--- src/hdl/cmd_translate_cfg.svh ---
`ifndef CMD_TRANSLATE_CFG_SVH
`define CMD_TRANSLATE_CFG_SVH

// Mode field inside the adapter utility register
`define UTIL_MODE_HI 19
`define UTIL_MODE_LO 17
`define UTIL_RESET 32'h0000_0000
`define MODE_COMPAT 3'h0
`define MODE_MAP512 3'h2

// Address layout
`define IO_AW 30
`define SYS_AW 40
`define IO_TOP_BIT 29
`define COMPAT_HI 28
`define MAP512_CHK_LO 25
`define MAP512_IDX_HI 24
`define MAP512_IDX_LO 9
`define PAGE_OFS_HI 8
`define ENTRY_VALID_BIT 31
`define ENTRY_PFN_HI 29
`define LW_SEL_BIT 2

`endif

--- src/hdl/cmd_translate_pkg.sv ---
package cmd_translate_pkg;

  // Transfer length of a bus command
  typedef enum logic [1:0] {
    LEN_LW = 2'b00,
    LEN_QW = 2'b01,
    LEN_OW = 2'b10,
    LEN_HW = 2'b11
  } len_e;

  // I/O-bus commands
  typedef enum logic [3:0] {
    IO_READ = 4'b0000,
    IO_RCI = 4'b0001,
    IO_INTERLOCK_READ_CACHE_INTENT = 4'b0010,
    IO_WRITE = 4'b0011,
    IO_WCI = 4'b0100,
    IO_MASKED_WRITE_CACHE_INTENT = 4'b0101,
    IO_UNLOCK_MASKED_WRITE_CACHE_INTENT = 4'b0110,
    IO_INTERRUPT_CMD = 4'b0111,
    IO_IDENT = 4'b1000,
    IO_INVALIDATE_CMD = 4'b1001,
    IO_BROADCAST_CMD = 4'b1010
  } io_cmd_e;

  // System-bus commands
  typedef enum logic [2:0] {
    SYS_READ = 3'b000,
    SYS_IREAD = 3'b001,
    SYS_WMASK = 3'b010,
    SYS_UWMASK = 3'b011,
    SYS_INTERRUPT_CMD = 3'b100,
    SYS_IDENT = 3'b101,
    SYS_IMPLIED_VECTOR_IRQ = 3'b110
  } sys_cmd_e;

  // Request arriving from an I/O-bus master
  typedef struct packed {
    io_cmd_e cmd;
    len_e len;
    logic io_space;
    logic [29:0] addr;
  } io_req_s;

  // Request placed on the system bus
  typedef struct packed {
    sys_cmd_e cmd;
    len_e len;
    logic [1:0] lw_en;
    logic [39:0] addr;
  } sys_req_s;

  // Request arriving from a system-bus commander
  typedef struct packed {
    sys_cmd_e cmd;
    len_e len;
    logic [29:0] addr;
  } sysin_req_s;

  // Request forwarded onto the I/O bus
  typedef struct packed {
    io_cmd_e cmd;
    len_e len;
    logic [29:0] addr;
  } io_out_s;

endpackage : cmd_translate_pkg

--- src/hdl/dma_addr_map.sv ---
`timescale 1ns/1ps
`include "cmd_translate_cfg.svh"

module dma_addr_map #(
  parameter int IO_AW = `IO_AW,
  parameter int SYS_AW = `SYS_AW
) (
  // Selected mode and untranslated address
  input wire logic [2:0] mode,
  input wire logic is_dma,
  input wire logic [IO_AW-1:0] io_addr,
  // Page map lookup
  output logic [15:0] page_map_index,
  input wire logic [31:0] page_map_entry,
  // Result
  output logic [SYS_AW-1:0] sys_addr,
  output logic abort
);

  // Translation; only DMA transfers are mapped, others pass with zero extension
  always_comb begin
    page_map_index = io_addr[`MAP512_IDX_HI:`MAP512_IDX_LO];
    sys_addr = '0;
    abort = 1'b0;
    if (!is_dma) begin
      sys_addr[IO_AW-1:0] = io_addr;
    end else if (mode == `MODE_COMPAT) begin
      // bit 29 zero, upper bits zero
      sys_addr[`COMPAT_HI:0] = io_addr[`COMPAT_HI:0];
      abort = io_addr[`IO_TOP_BIT];
    end else if (mode == `MODE_MAP512) begin
      sys_addr[`PAGE_OFS_HI:0] = io_addr[`PAGE_OFS_HI:0];
      sys_addr[SYS_AW-2:`PAGE_OFS_HI+1] = page_map_entry[`ENTRY_PFN_HI:0];
      abort = (|io_addr[`IO_TOP_BIT:`MAP512_CHK_LO]) | ~page_map_entry[`ENTRY_VALID_BIT];
    end else begin
      // Page sizes this front end does not map are refused
      abort = 1'b1;
    end
  end

endmodule : dma_addr_map

--- src/hdl/sysbus_iobus_cmd_translate.sv ---
`timescale 1ns/1ps
`include "cmd_translate_cfg.svh"
// Behaviour
// - Mode field at utility register bits 19:17 selects DMA address translation.
// - Power-up and node reset restore compatibility mode.
// - Compatibility mode maps I/O memory directly to lowest 512 Mbytes.
// - Translation applies only to DMA transfers; others pass untranslated.
// - I/O-bus reads, writes and interrupt commands to system I/O space are refused.
// - Plain read or read with cache intent becomes system read.
// - Interlock read with cache intent becomes system interlock read.
// - Longword reads issue quadword reads; only requested longword returns.
// - Write, cache-intent write, masked write become system write-mask.
// - Unlock masked write becomes system unlock write-mask.
// - Longword writes become quadword writes masking the unused longword.
// - Identify without a cause, invalidate and broadcast from I/O bus get no acknowledge.
// - Identify answered only on error, force or chip interrupt request.
// - Quad, octa, hexword (except identify), interrupt and implied-vector system commands refused.
// - System longword interlock read becomes I/O interlock read cache intent.
// - System longword masked write becomes I/O masked write cache intent.
// - System longword unlock masked write becomes I/O unlock variant.
// - Compatibility needs bit 29 zero, copies 28:0, zeroes 39:29.
// - 512-byte mode indexes map with bits 24:9, aborts if invalid.
module sysbus_iobus_cmd_translate (
  // Clock and reset
  input wire logic clock,
  input wire logic nrst,
  input wire logic node_reset,
  // Utility register load port
  input wire logic util_wr,
  input wire logic [31:0] util_wdata,
  output logic [31:0] adapter_utility_reg,
  // Identify answer conditions
  input wire logic error_irq,
  input wire logic force_irq,
  input wire logic chip_interrupt_request,
  // I/O-bus DMA requests in
  input wire logic io_valid,
  input wire cmd_translate_pkg::io_req_s io_req,
  output logic io_ack,
  output logic io_rvalid,
  output logic [31:0] io_rdata,
  // Page map lookup
  output logic [15:0] page_map_index,
  input wire logic [31:0] page_map_entry,
  // System-bus requests out
  output logic sys_valid,
  output cmd_translate_pkg::sys_req_s sys_req,
  input wire logic sys_ready,
  input wire logic sys_rvalid,
  input wire logic [63:0] sys_rdata,
  // System-bus I/O requests in
  input wire logic sysin_valid,
  input wire cmd_translate_pkg::sysin_req_s sysin_req,
  output logic sysin_ack,
  // I/O-bus requests out
  output logic io_out_valid,
  output cmd_translate_pkg::io_out_s io_out,
  input wire logic io_out_ready
);

  typedef enum logic [1:0] {
    DMA_IDLE = 2'b00,
    DMA_ISSUE = 2'b01,
    DMA_WAIT = 2'b10
  } dma_state_e;

  typedef enum logic [0:0] {
    FWD_IDLE = 1'b0,
    FWD_BUSY = 1'b1
  } fwd_state_e;

  // Longword requests are widened to a quadword
  function automatic cmd_translate_pkg::len_e widen(input cmd_translate_pkg::len_e len);
    widen = (len == cmd_translate_pkg::LEN_LW) ? cmd_translate_pkg::LEN_QW : len;
  endfunction : widen

  // Read commands from the I/O bus
  function automatic logic io_is_read(input cmd_translate_pkg::io_cmd_e cmd);
    io_is_read = (cmd == cmd_translate_pkg::IO_READ) || (cmd == cmd_translate_pkg::IO_RCI) ||
      (cmd == cmd_translate_pkg::IO_INTERLOCK_READ_CACHE_INTENT);
  endfunction : io_is_read

  logic [31:0] util_r, util_nxt;
  logic [2:0] mode;
  dma_state_e dma_r, dma_nxt;
  fwd_state_e fwd_r, fwd_nxt;
  cmd_translate_pkg::sys_req_s sys_r, sys_nxt;
  cmd_translate_pkg::io_out_s out_r, out_nxt;
  logic io_ack_r, io_ack_nxt;
  logic rvalid_r, rvalid_nxt;
  logic [31:0] rdata_r, rdata_nxt;
  logic lw_hi_r, lw_hi_nxt;
  logic lw_rd_r, lw_rd_nxt;
  logic sysin_ack_r, sysin_ack_nxt;
  logic map_abort;
  logic [39:0] map_addr;
  logic is_dma;
  logic dma_ok;
  logic [1:0] dma_kind;
  cmd_translate_pkg::sys_cmd_e dma_cmd;

  // Utility register; node reset wins over a load so the default mode is restored
  always_comb begin
    util_nxt = util_r;
    if (node_reset) begin
      util_nxt = `UTIL_RESET;
    end else if (util_wr) begin
      util_nxt = util_wdata;
    end
  end

  always_ff @(posedge clock or negedge nrst) begin
    if (!nrst) begin
      util_r <= `UTIL_RESET;
    end else begin
      util_r <= util_nxt;
    end
  end

  assign mode = util_r[`UTIL_MODE_HI:`UTIL_MODE_LO];
  assign adapter_utility_reg = util_r;

  assign is_dma = io_is_read(io_req.cmd) || (io_req.cmd == cmd_translate_pkg::IO_WRITE) ||
    (io_req.cmd == cmd_translate_pkg::IO_WCI) || (io_req.cmd == cmd_translate_pkg::IO_MASKED_WRITE_CACHE_INTENT) ||
    (io_req.cmd == cmd_translate_pkg::IO_UNLOCK_MASKED_WRITE_CACHE_INTENT);

  dma_addr_map i_dma_addr_map (
    .mode(mode),
    .is_dma(is_dma),
    .io_addr(io_req.addr),
    .page_map_index(page_map_index),
    .page_map_entry(page_map_entry),
    .sys_addr(map_addr),
    .abort(map_abort)
  );

  // Command decode for the I/O-bus side; kind 1 = forward, 2 = identify answer
  always_comb begin
    dma_cmd = cmd_translate_pkg::SYS_READ;
    dma_kind = 2'h0;
    case (io_req.cmd)
      cmd_translate_pkg::IO_READ, cmd_translate_pkg::IO_RCI: begin
        dma_kind = 2'h1;
      end
      cmd_translate_pkg::IO_INTERLOCK_READ_CACHE_INTENT: begin
        dma_cmd = cmd_translate_pkg::SYS_IREAD;
        dma_kind = 2'h1;
      end
      cmd_translate_pkg::IO_WRITE, cmd_translate_pkg::IO_WCI, cmd_translate_pkg::IO_MASKED_WRITE_CACHE_INTENT: begin
        dma_cmd = cmd_translate_pkg::SYS_WMASK;
        dma_kind = 2'h1;
      end
      cmd_translate_pkg::IO_UNLOCK_MASKED_WRITE_CACHE_INTENT: begin
        dma_cmd = cmd_translate_pkg::SYS_UWMASK;
        dma_kind = 2'h1;
      end
      cmd_translate_pkg::IO_INTERRUPT_CMD: begin
        dma_cmd = cmd_translate_pkg::SYS_INTERRUPT_CMD;
        dma_kind = 2'h1;
      end
      cmd_translate_pkg::IO_IDENT: begin
        dma_kind = (error_irq || force_irq || chip_interrupt_request) ? 2'h2 : 2'h0;
      end
      default: begin
        dma_kind = 2'h0;
      end
    endcase
  end

  // system I/O space refused, aborted maps refused
  assign dma_ok = (dma_kind == 2'h1) && !io_req.io_space && !map_abort;

  // DMA sequencer: writes are acknowledged at acceptance, reads return data later
  always_comb begin
    dma_nxt = dma_r;
    sys_nxt = sys_r;
    io_ack_nxt = 1'b0;
    rvalid_nxt = 1'b0;
    rdata_nxt = rdata_r;
    lw_hi_nxt = lw_hi_r;
    lw_rd_nxt = lw_rd_r;
    case (dma_r)
      DMA_IDLE: begin
        if (io_valid && dma_ok) begin
          sys_nxt.cmd = dma_cmd;
          sys_nxt.len = (dma_cmd == cmd_translate_pkg::SYS_INTERRUPT_CMD) ? io_req.len : widen(io_req.len);
          sys_nxt.addr = map_addr;
          sys_nxt.lw_en = 2'h3;
          if (io_req.len == cmd_translate_pkg::LEN_LW) begin
            sys_nxt.lw_en = io_req.addr[`LW_SEL_BIT] ? 2'h2 : 2'h1;
          end
          lw_hi_nxt = io_req.addr[`LW_SEL_BIT];
          lw_rd_nxt = io_is_read(io_req.cmd);
          io_ack_nxt = 1'b1;
          dma_nxt = DMA_ISSUE;
        end else if (io_valid && (dma_kind == 2'h2)) begin
          io_ack_nxt = 1'b1;
        end
      end
      DMA_ISSUE: begin
        if (sys_ready) begin
          dma_nxt = lw_rd_r ? DMA_WAIT : DMA_IDLE;
        end
      end
      DMA_WAIT: begin
        if (sys_rvalid) begin
          rdata_nxt = lw_hi_r ? sys_rdata[63:32] : sys_rdata[31:0];
          rvalid_nxt = 1'b1;
          dma_nxt = DMA_IDLE;
        end
      end
      default: begin
        dma_nxt = DMA_IDLE;
      end
    endcase
  end

  always_ff @(posedge clock or negedge nrst) begin
    if (!nrst) begin
      dma_r <= DMA_IDLE;
      sys_r <= '0;
      io_ack_r <= 1'b0;
      rvalid_r <= 1'b0;
      rdata_r <= 32'h0000_0000;
      lw_hi_r <= 1'b0;
      lw_rd_r <= 1'b0;
    end else begin
      dma_r <= dma_nxt;
      sys_r <= sys_nxt;
      io_ack_r <= io_ack_nxt;
      rvalid_r <= rvalid_nxt;
      rdata_r <= rdata_nxt;
      lw_hi_r <= lw_hi_nxt;
      lw_rd_r <= lw_rd_nxt;
    end
  end

  assign sys_valid = (dma_r == DMA_ISSUE);
  assign sys_req = sys_r;
  assign io_ack = io_ack_r;
  assign io_rvalid = rvalid_r;
  assign io_rdata = rdata_r;

  // System-bus to I/O-bus forwarding; only longword and identify commands pass
  always_comb begin
    fwd_nxt = fwd_r;
    out_nxt = out_r;
    sysin_ack_nxt = 1'b0;
    case (fwd_r)
      FWD_IDLE: begin
        if (sysin_valid) begin
          out_nxt.len = sysin_req.len;
          out_nxt.addr = sysin_req.addr;
          sysin_ack_nxt = 1'b1;
          fwd_nxt = FWD_BUSY;
          case (sysin_req.cmd)
            cmd_translate_pkg::SYS_READ: out_nxt.cmd = cmd_translate_pkg::IO_READ;
            cmd_translate_pkg::SYS_IREAD: out_nxt.cmd = cmd_translate_pkg::IO_INTERLOCK_READ_CACHE_INTENT;
            cmd_translate_pkg::SYS_WMASK: out_nxt.cmd = cmd_translate_pkg::IO_MASKED_WRITE_CACHE_INTENT;
            cmd_translate_pkg::SYS_UWMASK: out_nxt.cmd = cmd_translate_pkg::IO_UNLOCK_MASKED_WRITE_CACHE_INTENT;
            cmd_translate_pkg::SYS_IDENT: out_nxt.cmd = cmd_translate_pkg::IO_IDENT;
            default: begin
              sysin_ack_nxt = 1'b0;
              fwd_nxt = FWD_IDLE;
            end
          endcase
          if ((sysin_req.len != cmd_translate_pkg::LEN_LW) &&
              (sysin_req.cmd != cmd_translate_pkg::SYS_IDENT)) begin
            sysin_ack_nxt = 1'b0;
            fwd_nxt = FWD_IDLE;
            out_nxt = out_r;
          end
        end
      end
      FWD_BUSY: begin
        if (io_out_ready) begin
          fwd_nxt = FWD_IDLE;
        end
      end
      default: begin
        fwd_nxt = FWD_IDLE;
      end
    endcase
  end

  always_ff @(posedge clock or negedge nrst) begin
    if (!nrst) begin
      fwd_r <= FWD_IDLE;
      out_r <= '0;
      sysin_ack_r <= 1'b0;
    end else begin
      fwd_r <= fwd_nxt;
      out_r <= out_nxt;
      sysin_ack_r <= sysin_ack_nxt;
    end
  end

  assign io_out_valid = (fwd_r == FWD_BUSY);
  assign io_out = out_r;
  assign sysin_ack = sysin_ack_r;
endmodule : sysbus_iobus_cmd_translate
--- config.mk ---
export PLATFORM = sky130hd
export DESIGN_NAME = sysbus_iobus_cmd_translate
export DESIGN_NICKNAME = d
export VERILOG_FILES = /design/src/hdl/cmd_translate_pkg.sv /design/src/hdl/dma_addr_map.sv /design/src/hdl/sysbus_iobus_cmd_translate.sv
export VERILOG_INCLUDE_DIRS = /design/src /design/src/hdl
export SDC_FILE = /design/constraint.sdc
export NUM_CORES = 1
export LEC_CHECK = 0
export CAP_MARGIN = 30
export CORE_AREA = 2 2 146 148
export DETAILED_ROUTE_END_ITERATION = 10
export DIE_AREA = 0 0 148 150
export DONT_BUFFER_PORTS = 1
export GPL_TIMING_DRIVEN = 0
export PLACE_DENSITY = 0.56
export SLEW_MARGIN = 20
export SYNTH_ARGS = -nofsm -noshare
export SYNTH_HDL_FRONTEND = slang
export SYNTH_SLANG_ARGS = --single-unit
--- constraint.sdc ---
create_clock -name clock -period 3.9 [get_ports clock]
set_clock_uncertainty 0.15 [all_clocks]
set_input_delay 0.39 -clock clock [delete_from_list [all_inputs] [get_ports clock]]
set_output_delay 0.39 -clock clock [all_outputs]
set_load 0.05 [all_outputs]
# Word-level counts from Yosys, hierarchy flattened
# Index checks and enable logic that the tools add are counted.
# W data, S select, Z words.
[word_totals]
regBits = 154
in_bits = 212
mem_bits_rw = 0
wordCells = 109
out_inout_bits = 168
n_memories = 0
latch_bits = 0
rom_bits = 0
[classes]
reduce_logical = 32
bitwise = 4
n_mul = 0
muxes = 35
add_sub_neg = 0
n_lt_le_gt_ge = 0
div = 0
shifts = 0
eq_ne = 22
[op_table]
columns = ["op", "count"]
rows = [
  ["$mux W32", 3],
  ["$mux W39", 1],
  ["$mux W30", 1],
  ["$mux W29", 1],
  ["$pmux W4 S5", 1],
  ["$mux W2", 9],
  ["$eq A4 B3 Y1 const B", 4],
  ["$mux W1", 13],
  ["$pmux W3 S4", 1],
  ["$mux W10", 1],
  ["$reduce_or A5 Y1", 2],
  ["$eq A3 B2 Y1 const B", 3],
  ["$mux W9", 1],
  ["$eq A4 B2 Y1 const B", 2],
  ["$logic_or A1 B1 Y1", 8],
  ["$reduce_or A8 Y1", 1],
  ["$eq A3 B3 Y1 const B", 2],
  ["$logic_not A3 Y1", 2],
  ["$pmux W2 S3", 1],
  ["$reduce_and A3 Y1", 2],
  ["$logic_and A1 B1 Y1", 5],
  ["$reduce_bool A5 Y1", 1],
  ["$eq A2 B1 Y1 const B", 2],
  ["$eq A2 B2 Y1 const B", 2],
  ["other kinds (17)", 24],
]

# Longest topological paths before layout
[depth]
word_depth = 13
mapped_depth = 6
mapped_depth_nobuf = 4

# By module
# From an unflattened synthesis, not the netlist that was laid out.
[hier_totals]
cells_unflattened = 545
hier_area_um2 = 6956.7
[by_module_without_submodules]
columns = ["mod", "area_each_um2", "seq_area_each_um2", "cells_each", "n_inst"]
rows = [
  ["sysbus_iobus_cmd_translate", 6429.9, 3878.7, 475, 1],
  ["dma_addr_map", 526.8, 0.0, 70, 1],
]

# Least setup slack after synthesis
# Ideal clock, no wire load.
[synth_timing]
path_kind = "register to register"
startpoint = "register dma_r[1]"
endpoint = "register lw_hi_r"
path_slack_ps = 1801
setup_ps = 125
path_buffers = 2
path_stages_with_launch = 7
synth_period_minus_slack_ps = 2099
arrival_time_ps = 1824
required_ps = 3625
cell_sequence = "dfrtp_1 or3b_4 a2111oi_4 o21a_1 buf_6 buf_12 mux2_4"
[synth_via]
elab_chain_len = 2
[synth_rtl]
columns = ["item", "line", "text"]
rows = [
  ["start, declared", "sysbus_iobus_cmd_translate.sv:85", "dma_state_e dma_r, dma_nxt;"],
  ["start signal, assigned", "sysbus_iobus_cmd_translate.sv:228", "dma_r <= dma_nxt;"],
  ["$logic_not A2 Y1", "sysbus_iobus_cmd_translate.sv:182", "case (dma_r)"],
  ["$reduce_and A2 Y1 (no line)", "--", ""],
  ["end signal, assigned", "sysbus_iobus_cmd_translate.sv:233", "lw_hi_r <= lw_hi_nxt;"],
  ["end, declared", "sysbus_iobus_cmd_translate.sv:92", "logic lw_hi_r, lw_hi_nxt;"],
]
# Every way passes these cells.
# A chain may end at the register's enable or synchronous reset.

# Worst setup path after layout
[layout_timing]
startpoint = "register util_r[17] (netlist: adapter_utility_reg[17])"
endpoint = "register sys_r (netlist bit sys_req[17])"
[layout_via]
elab_chain_len = 8
word_cells_on_any_way = 12
classes_between = "1 x eq/ne; 6 x mux; 5 x reduce/logical"
[layout_rtl]
columns = ["item", "line", "text"]
rows = [
  ["start, declared", "sysbus_iobus_cmd_translate.sv:83", "logic [31:0] util_r, util_nxt;"],
  ["start signal, assigned", "sysbus_iobus_cmd_translate.sv:114", "util_r <= `UTIL_RESET;"],
  ["start signal, assigned", "sysbus_iobus_cmd_translate.sv:116", "util_r <= util_nxt;"],
  ["$eq A3 B2 Y1 (no line)", "--", ""],
  ["$mux W1", "dma_addr_map.sv:31", "end else if (mode == `MODE_MAP512) begin"],
  ["$mux W1", "dma_addr_map.sv:27", "end else if (mode == `MODE_COMPAT) begin"],
  ["$mux W1", "dma_addr_map.sv:25", "if (!is_dma) begin"],
  ["$logic_not A1 Y1", "sysbus_iobus_cmd_translate.sv:171", "assign dma_ok = (dma_kind == 2'h1) && !io_req.io_space && !map_abort;"],
  ["$logic_and A1 B1 Y1", "sysbus_iobus_cmd_translate.sv:171", ""],
  ["$logic_and A1 B1 Y1", "sysbus_iobus_cmd_translate.sv:184", "if (io_valid && dma_ok) begin"],
  ["$reduce_and A2 Y1 (no line)", "--", ""],
  ["end signal, assigned", "sysbus_iobus_cmd_translate.sv:229", "sys_r <= sys_nxt;"],
  ["end, declared", "sysbus_iobus_cmd_translate.sv:87", "cmd_translate_pkg::sys_req_s sys_r, sys_nxt;"],
]
# Parallel ways exist; a longest one is shown, timed or not.

==> results by stage <==
Placed design:
- The placed instances occupy a cell area of 7230 um2.
- The count of input and output buffers is 0.
- At the end of routability-driven placement, the weighted congestion stood at 0.852.
- The half-perimeter wire length after placement is 14100 um.
- The worst slack after detailed placement is 1510 ps.

Synthesis:
- The synthesized netlist contains 42 unique library cells.
- The synthesized area per cell is 12.5 um2.
- The number of nets in the synthesized netlist is 762.
- The most used flip-flop cell after synthesis is dfrtp_1.
- The number of enable flip-flop cells after synthesis is 0.
- The share of the Yosys chip area taken by registers is 0.560.
- In the synthesized netlist the async set-or-reset flop fraction comes to 1.00.
- During synthesis, Yosys emitted a total of 0 warnings.
- The post-synthesis register bit count is 154.
- The number of instances in the synthesized netlist is 550.
- The synthesized netlist occupies a cell area of 6880 um2.

Final layout:
- The cell area after layout is 8660 um2.
- In the final layout, the share of cells above drive strength 1 is 0.189.
- The number of filler cells placed in the layout is 1937.
- Compared with the post-synthesis result, the final layout area differs by 25.8%.
- The repair_antennas step left the layout with diodes totalling 0.
- The register with the most flip-flops in the layout has 46 of them.
- At the end of the flow, the number of nets in the layout was 870.

Worst hold path:
- The path class of the tightest hold or removal check is in -> async.

Floorplan:
- The floorplan step set the die width to 148 um.
- Measured along the y axis, the die boundary spans 150 um.
- The die area is 22200 um2.
- For this configuration, the core starts out at a cell density of 0.333.
- Pin placement for this block handled 380 I/O pins.
- The region available for standard cell placement spans 20700 um2.
- Row generation in the floorplan step produced 53 rows.

Worst setup path:
- The number of cells on the worst reg-to-reg path is 4.
- The endpoint identified for the worst register-to-register timing path is sys_req[17]$_DFFE_PN0P_.
- The nature of the critical path startpoint is a flip-flop.
- In this run the register-to-register setup slack is 1510 ps.
- The data required time at the worst endpoint is 4110 ps.
- Data arrives at the worst endpoint at 2600 ps.
- The startpoint of the most critical register-to-register path is adapter_utility_reg[17]$_DFFE_PN0P_.
- The type of the worst setup path is reg -> reg.
- The worst setup path is captured at a flip-flop.
- Along the worst path, the maximum fanout reaches 10.

Route:
- Wires add up to 19100 um.
- The first TritonRoute pass finished after 4 iterations.
- The via density per instance is 4.92.
- The detailed router finished its first iteration with 131 violations.
- After detailed routing, the number of remaining DRC violations is 0.
- The wire length per cell after detailed routing is 20.2 um.
- The detail route stage leaves a number of antenna-violating nets equal to 0.
- The total number of vias is 4653.

Timing:
- Setup violations remaining at the end of the flow were counted as 0.
- The slew at the pin closest to its max-slew limit is 833 ps.
- The number of pins with negative max-slew slack in the final report is 0.
- The setup TNS is 0 ps.
- The final period utilization is 0.612.
- The worst slew margin relative to its limit is 0.445.
- The worst path needs 2390 ps of the cycle, external delays included.
- Final hold analysis gives a worst-case slack of -495 ps.
- The highest clock rate is 419 MHz.
- Setup repair after global routing left no endpoint under its margin.
- The count of endpoints failing hold in the final timing report came to 154.
- The post-route worst setup slack is 1510 ps.

Clock tree:
- CTS built an H-tree with a depth of 4.
- The CTS tree is done.
- Buffers inserted during clock tree synthesis total 17.
- No sink is reached through more buffers than the 2 on the longest clock path.
- The number of setup buffers added after CTS is 0.
- The tree built by TritonCTS fans out to 154 sinks.
- For this design, the CTS-stage hold fixing added 89 buffers.
- The clock-pin slew reported for the worst setup and hold paths after clock tree synthesis is 70 ps.
- The count of instances resized after the clock tree is built is 0.
- The clock latency reported for the late side of the worst-skew pair is 420 ps.
- The clock root buffer is clkbuf_16.

Global routing:
- The total overflow left after global routing is 0.
- In the global route stage, overall resource usage came out at 0.169.
- The initial antenna violation count is 0.
- The via count of the first global-routing pass is 5002.
- Entering global routing, the biggest net connects 155 pins.
- The first global-routing pass estimated 28300 um of wire.

Power and ir drop:
- The share of total power in combinational logic is 0.131.
- In this run the power density over the cells is 646 nW/um2.
- VDD sags by at most 0.288 mV.
- The static leakage power is 0.00397 uW.
- Of the total power, registers draw 0.592.
- The switching part of the total power is 0.436.
- Internal power comes to 3160 uW.
- In this run the power spent charging and discharging nets is 2440 uW.
- The share of total power dissipated in the clock network is 0.277.

Job:
- The count of maximum capacitance violations is 0.

Outcome:
- The checks that failed: hold timing.
- The run finished, with violations left.
-- final cells by class --
type | count | area [um2] | share of cell area
buffer | 49 | 333 | 0.0384
clock buffer | 19 | 433 | 0.0500
timing repair buffer | 89 | 891 | 0.103
tap | 275 | 344 | 0.0397
inverter | 22 | 82.6 | 0.00953
multi-input combinational | 325 | 2610 | 0.302
clock inverter | 13 | 111 | 0.0129
sequential | 154 | 3850 | 0.445
-- cell usage in the layout (no fill, tap or decap), drive strengths merged, types with 2 or more instances in the layout --
| cell | n |
|---|---|
| a21o | 2 |
| a22o | 24 |
| and3 | 2 |
| buf | 31 |
| clkbuf | 37 |
| clkinv | 3 |
| clkinvlp | 3 |
| dfrtp | 154 |
| dlygate4sd3 | 89 |
| inv | 29 |
| mux2 | 64 |
| mux2i | 81 |
| nand2 | 51 |
| nand2b | 2 |
| nor2 | 39 |
| nor3 | 3 |
| nor3b | 2 |
| o21ai | 35 |
-- layer usage --
layer	wire, um	up-vias	global-route usage
met5	0	-	0
met2	10100	255	0.303
met3	1620	36	0.0604
met4	644	0	0.0786
li1	-	2085	-
met1	6750	2277	0.176
-- worst max-delay path: stages (launching register included) --
cell	delay [ps]
dfrtp_1	650
o31ai_1	470
clkbuf_1	590
a22o_1	310
mux2_4	160
-- power by group through the flow --
stage                     clock, uW  combinational [uW]  sequential [uW]
after global placement            0                 638             3340
final                          1550                 734             3320
after detailed placement          0                 670             3350
after floorplan                   0                 569             3240
after global routing           1680                 809             3350
after CTS                      1600                 741             3320
-- kinds of logic (layout without fill, tap and decap cells) --
| kind of cell | after synthesis | after routing | share of synthesized area |
|---|---|---|---|
| AND/OR/NAND/NOR | 109 | 109 | 0.0680 |
| buffers and inverters | 71 | 192 | 0.0604 |
| AO/OA/AOI/OAI | 69 | 69 | 0.0705 |
| multiplexers | 145 | 145 | 0.239 |
| flip-flops | 154 | 154 | 0.560 |
| other | 1 | 1 | 0.000545 |
| XOR/XNOR | 1 | 1 | 0.00127 |
-- cells in the mapped netlist (all sizes together) (2+ instances only) --
cell	count	share of area
dfrtp	154	0.56
a22o	24	0.031
nor3b	2	0.0022
nand2	51	0.028
and3	2	0.0018
buf	31	0.039
mux2	64	0.12
nand2b	2	0.0018
nor2	39	0.021
clkbuf	18	0.0098
a21o	2	0.0022
nor3	3	0.0022
inv	22	0.012
o21ai	35	0.026
mux2i	81	0.12
-- stage by stage --
step	utilization	power (uW)	instances
2_1_floorplan	-	3810	550
3_3_place_gp	0.349	3980	825
3_5_place_dp	0.349	4020	825
4_1_cts	0.419	5660	946
5_1_grt	0.419	5840	946
6_report	0.419	5600	946
-- worst max-delay path by stage --
stage,from,slack [ps],end,cells past startpoint
6_report,adapter_utility_reg[17]$_DFFE_PN0P_,1510,sys_req[17]$_DFFE_PN0P_,4
5_1_grt,adapter_utility_reg[17]$_DFFE_PN0P_,1410,sys_req[17]$_DFFE_PN0P_,4
4_1_cts,adapter_utility_reg[17]$_DFFE_PN0P_,1500,sys_req[17]$_DFFE_PN0P_,4
3_5_place_dp,adapter_utility_reg[17]$_DFFE_PN0P_,1510,sys_req[17]$_DFFE_PN0P_,4
3_3_place_gp,adapter_utility_reg[17]$_DFFE_PN0P_,1520,sys_req[17]$_DFFE_PN0P_,4
2_1_floorplan,dma_r[1]$_DFFE_PN0P_,1800,lw_hi_r$_DFFE_PN0P_,6
Note: power is estimated with default switching activity, not from simulation.
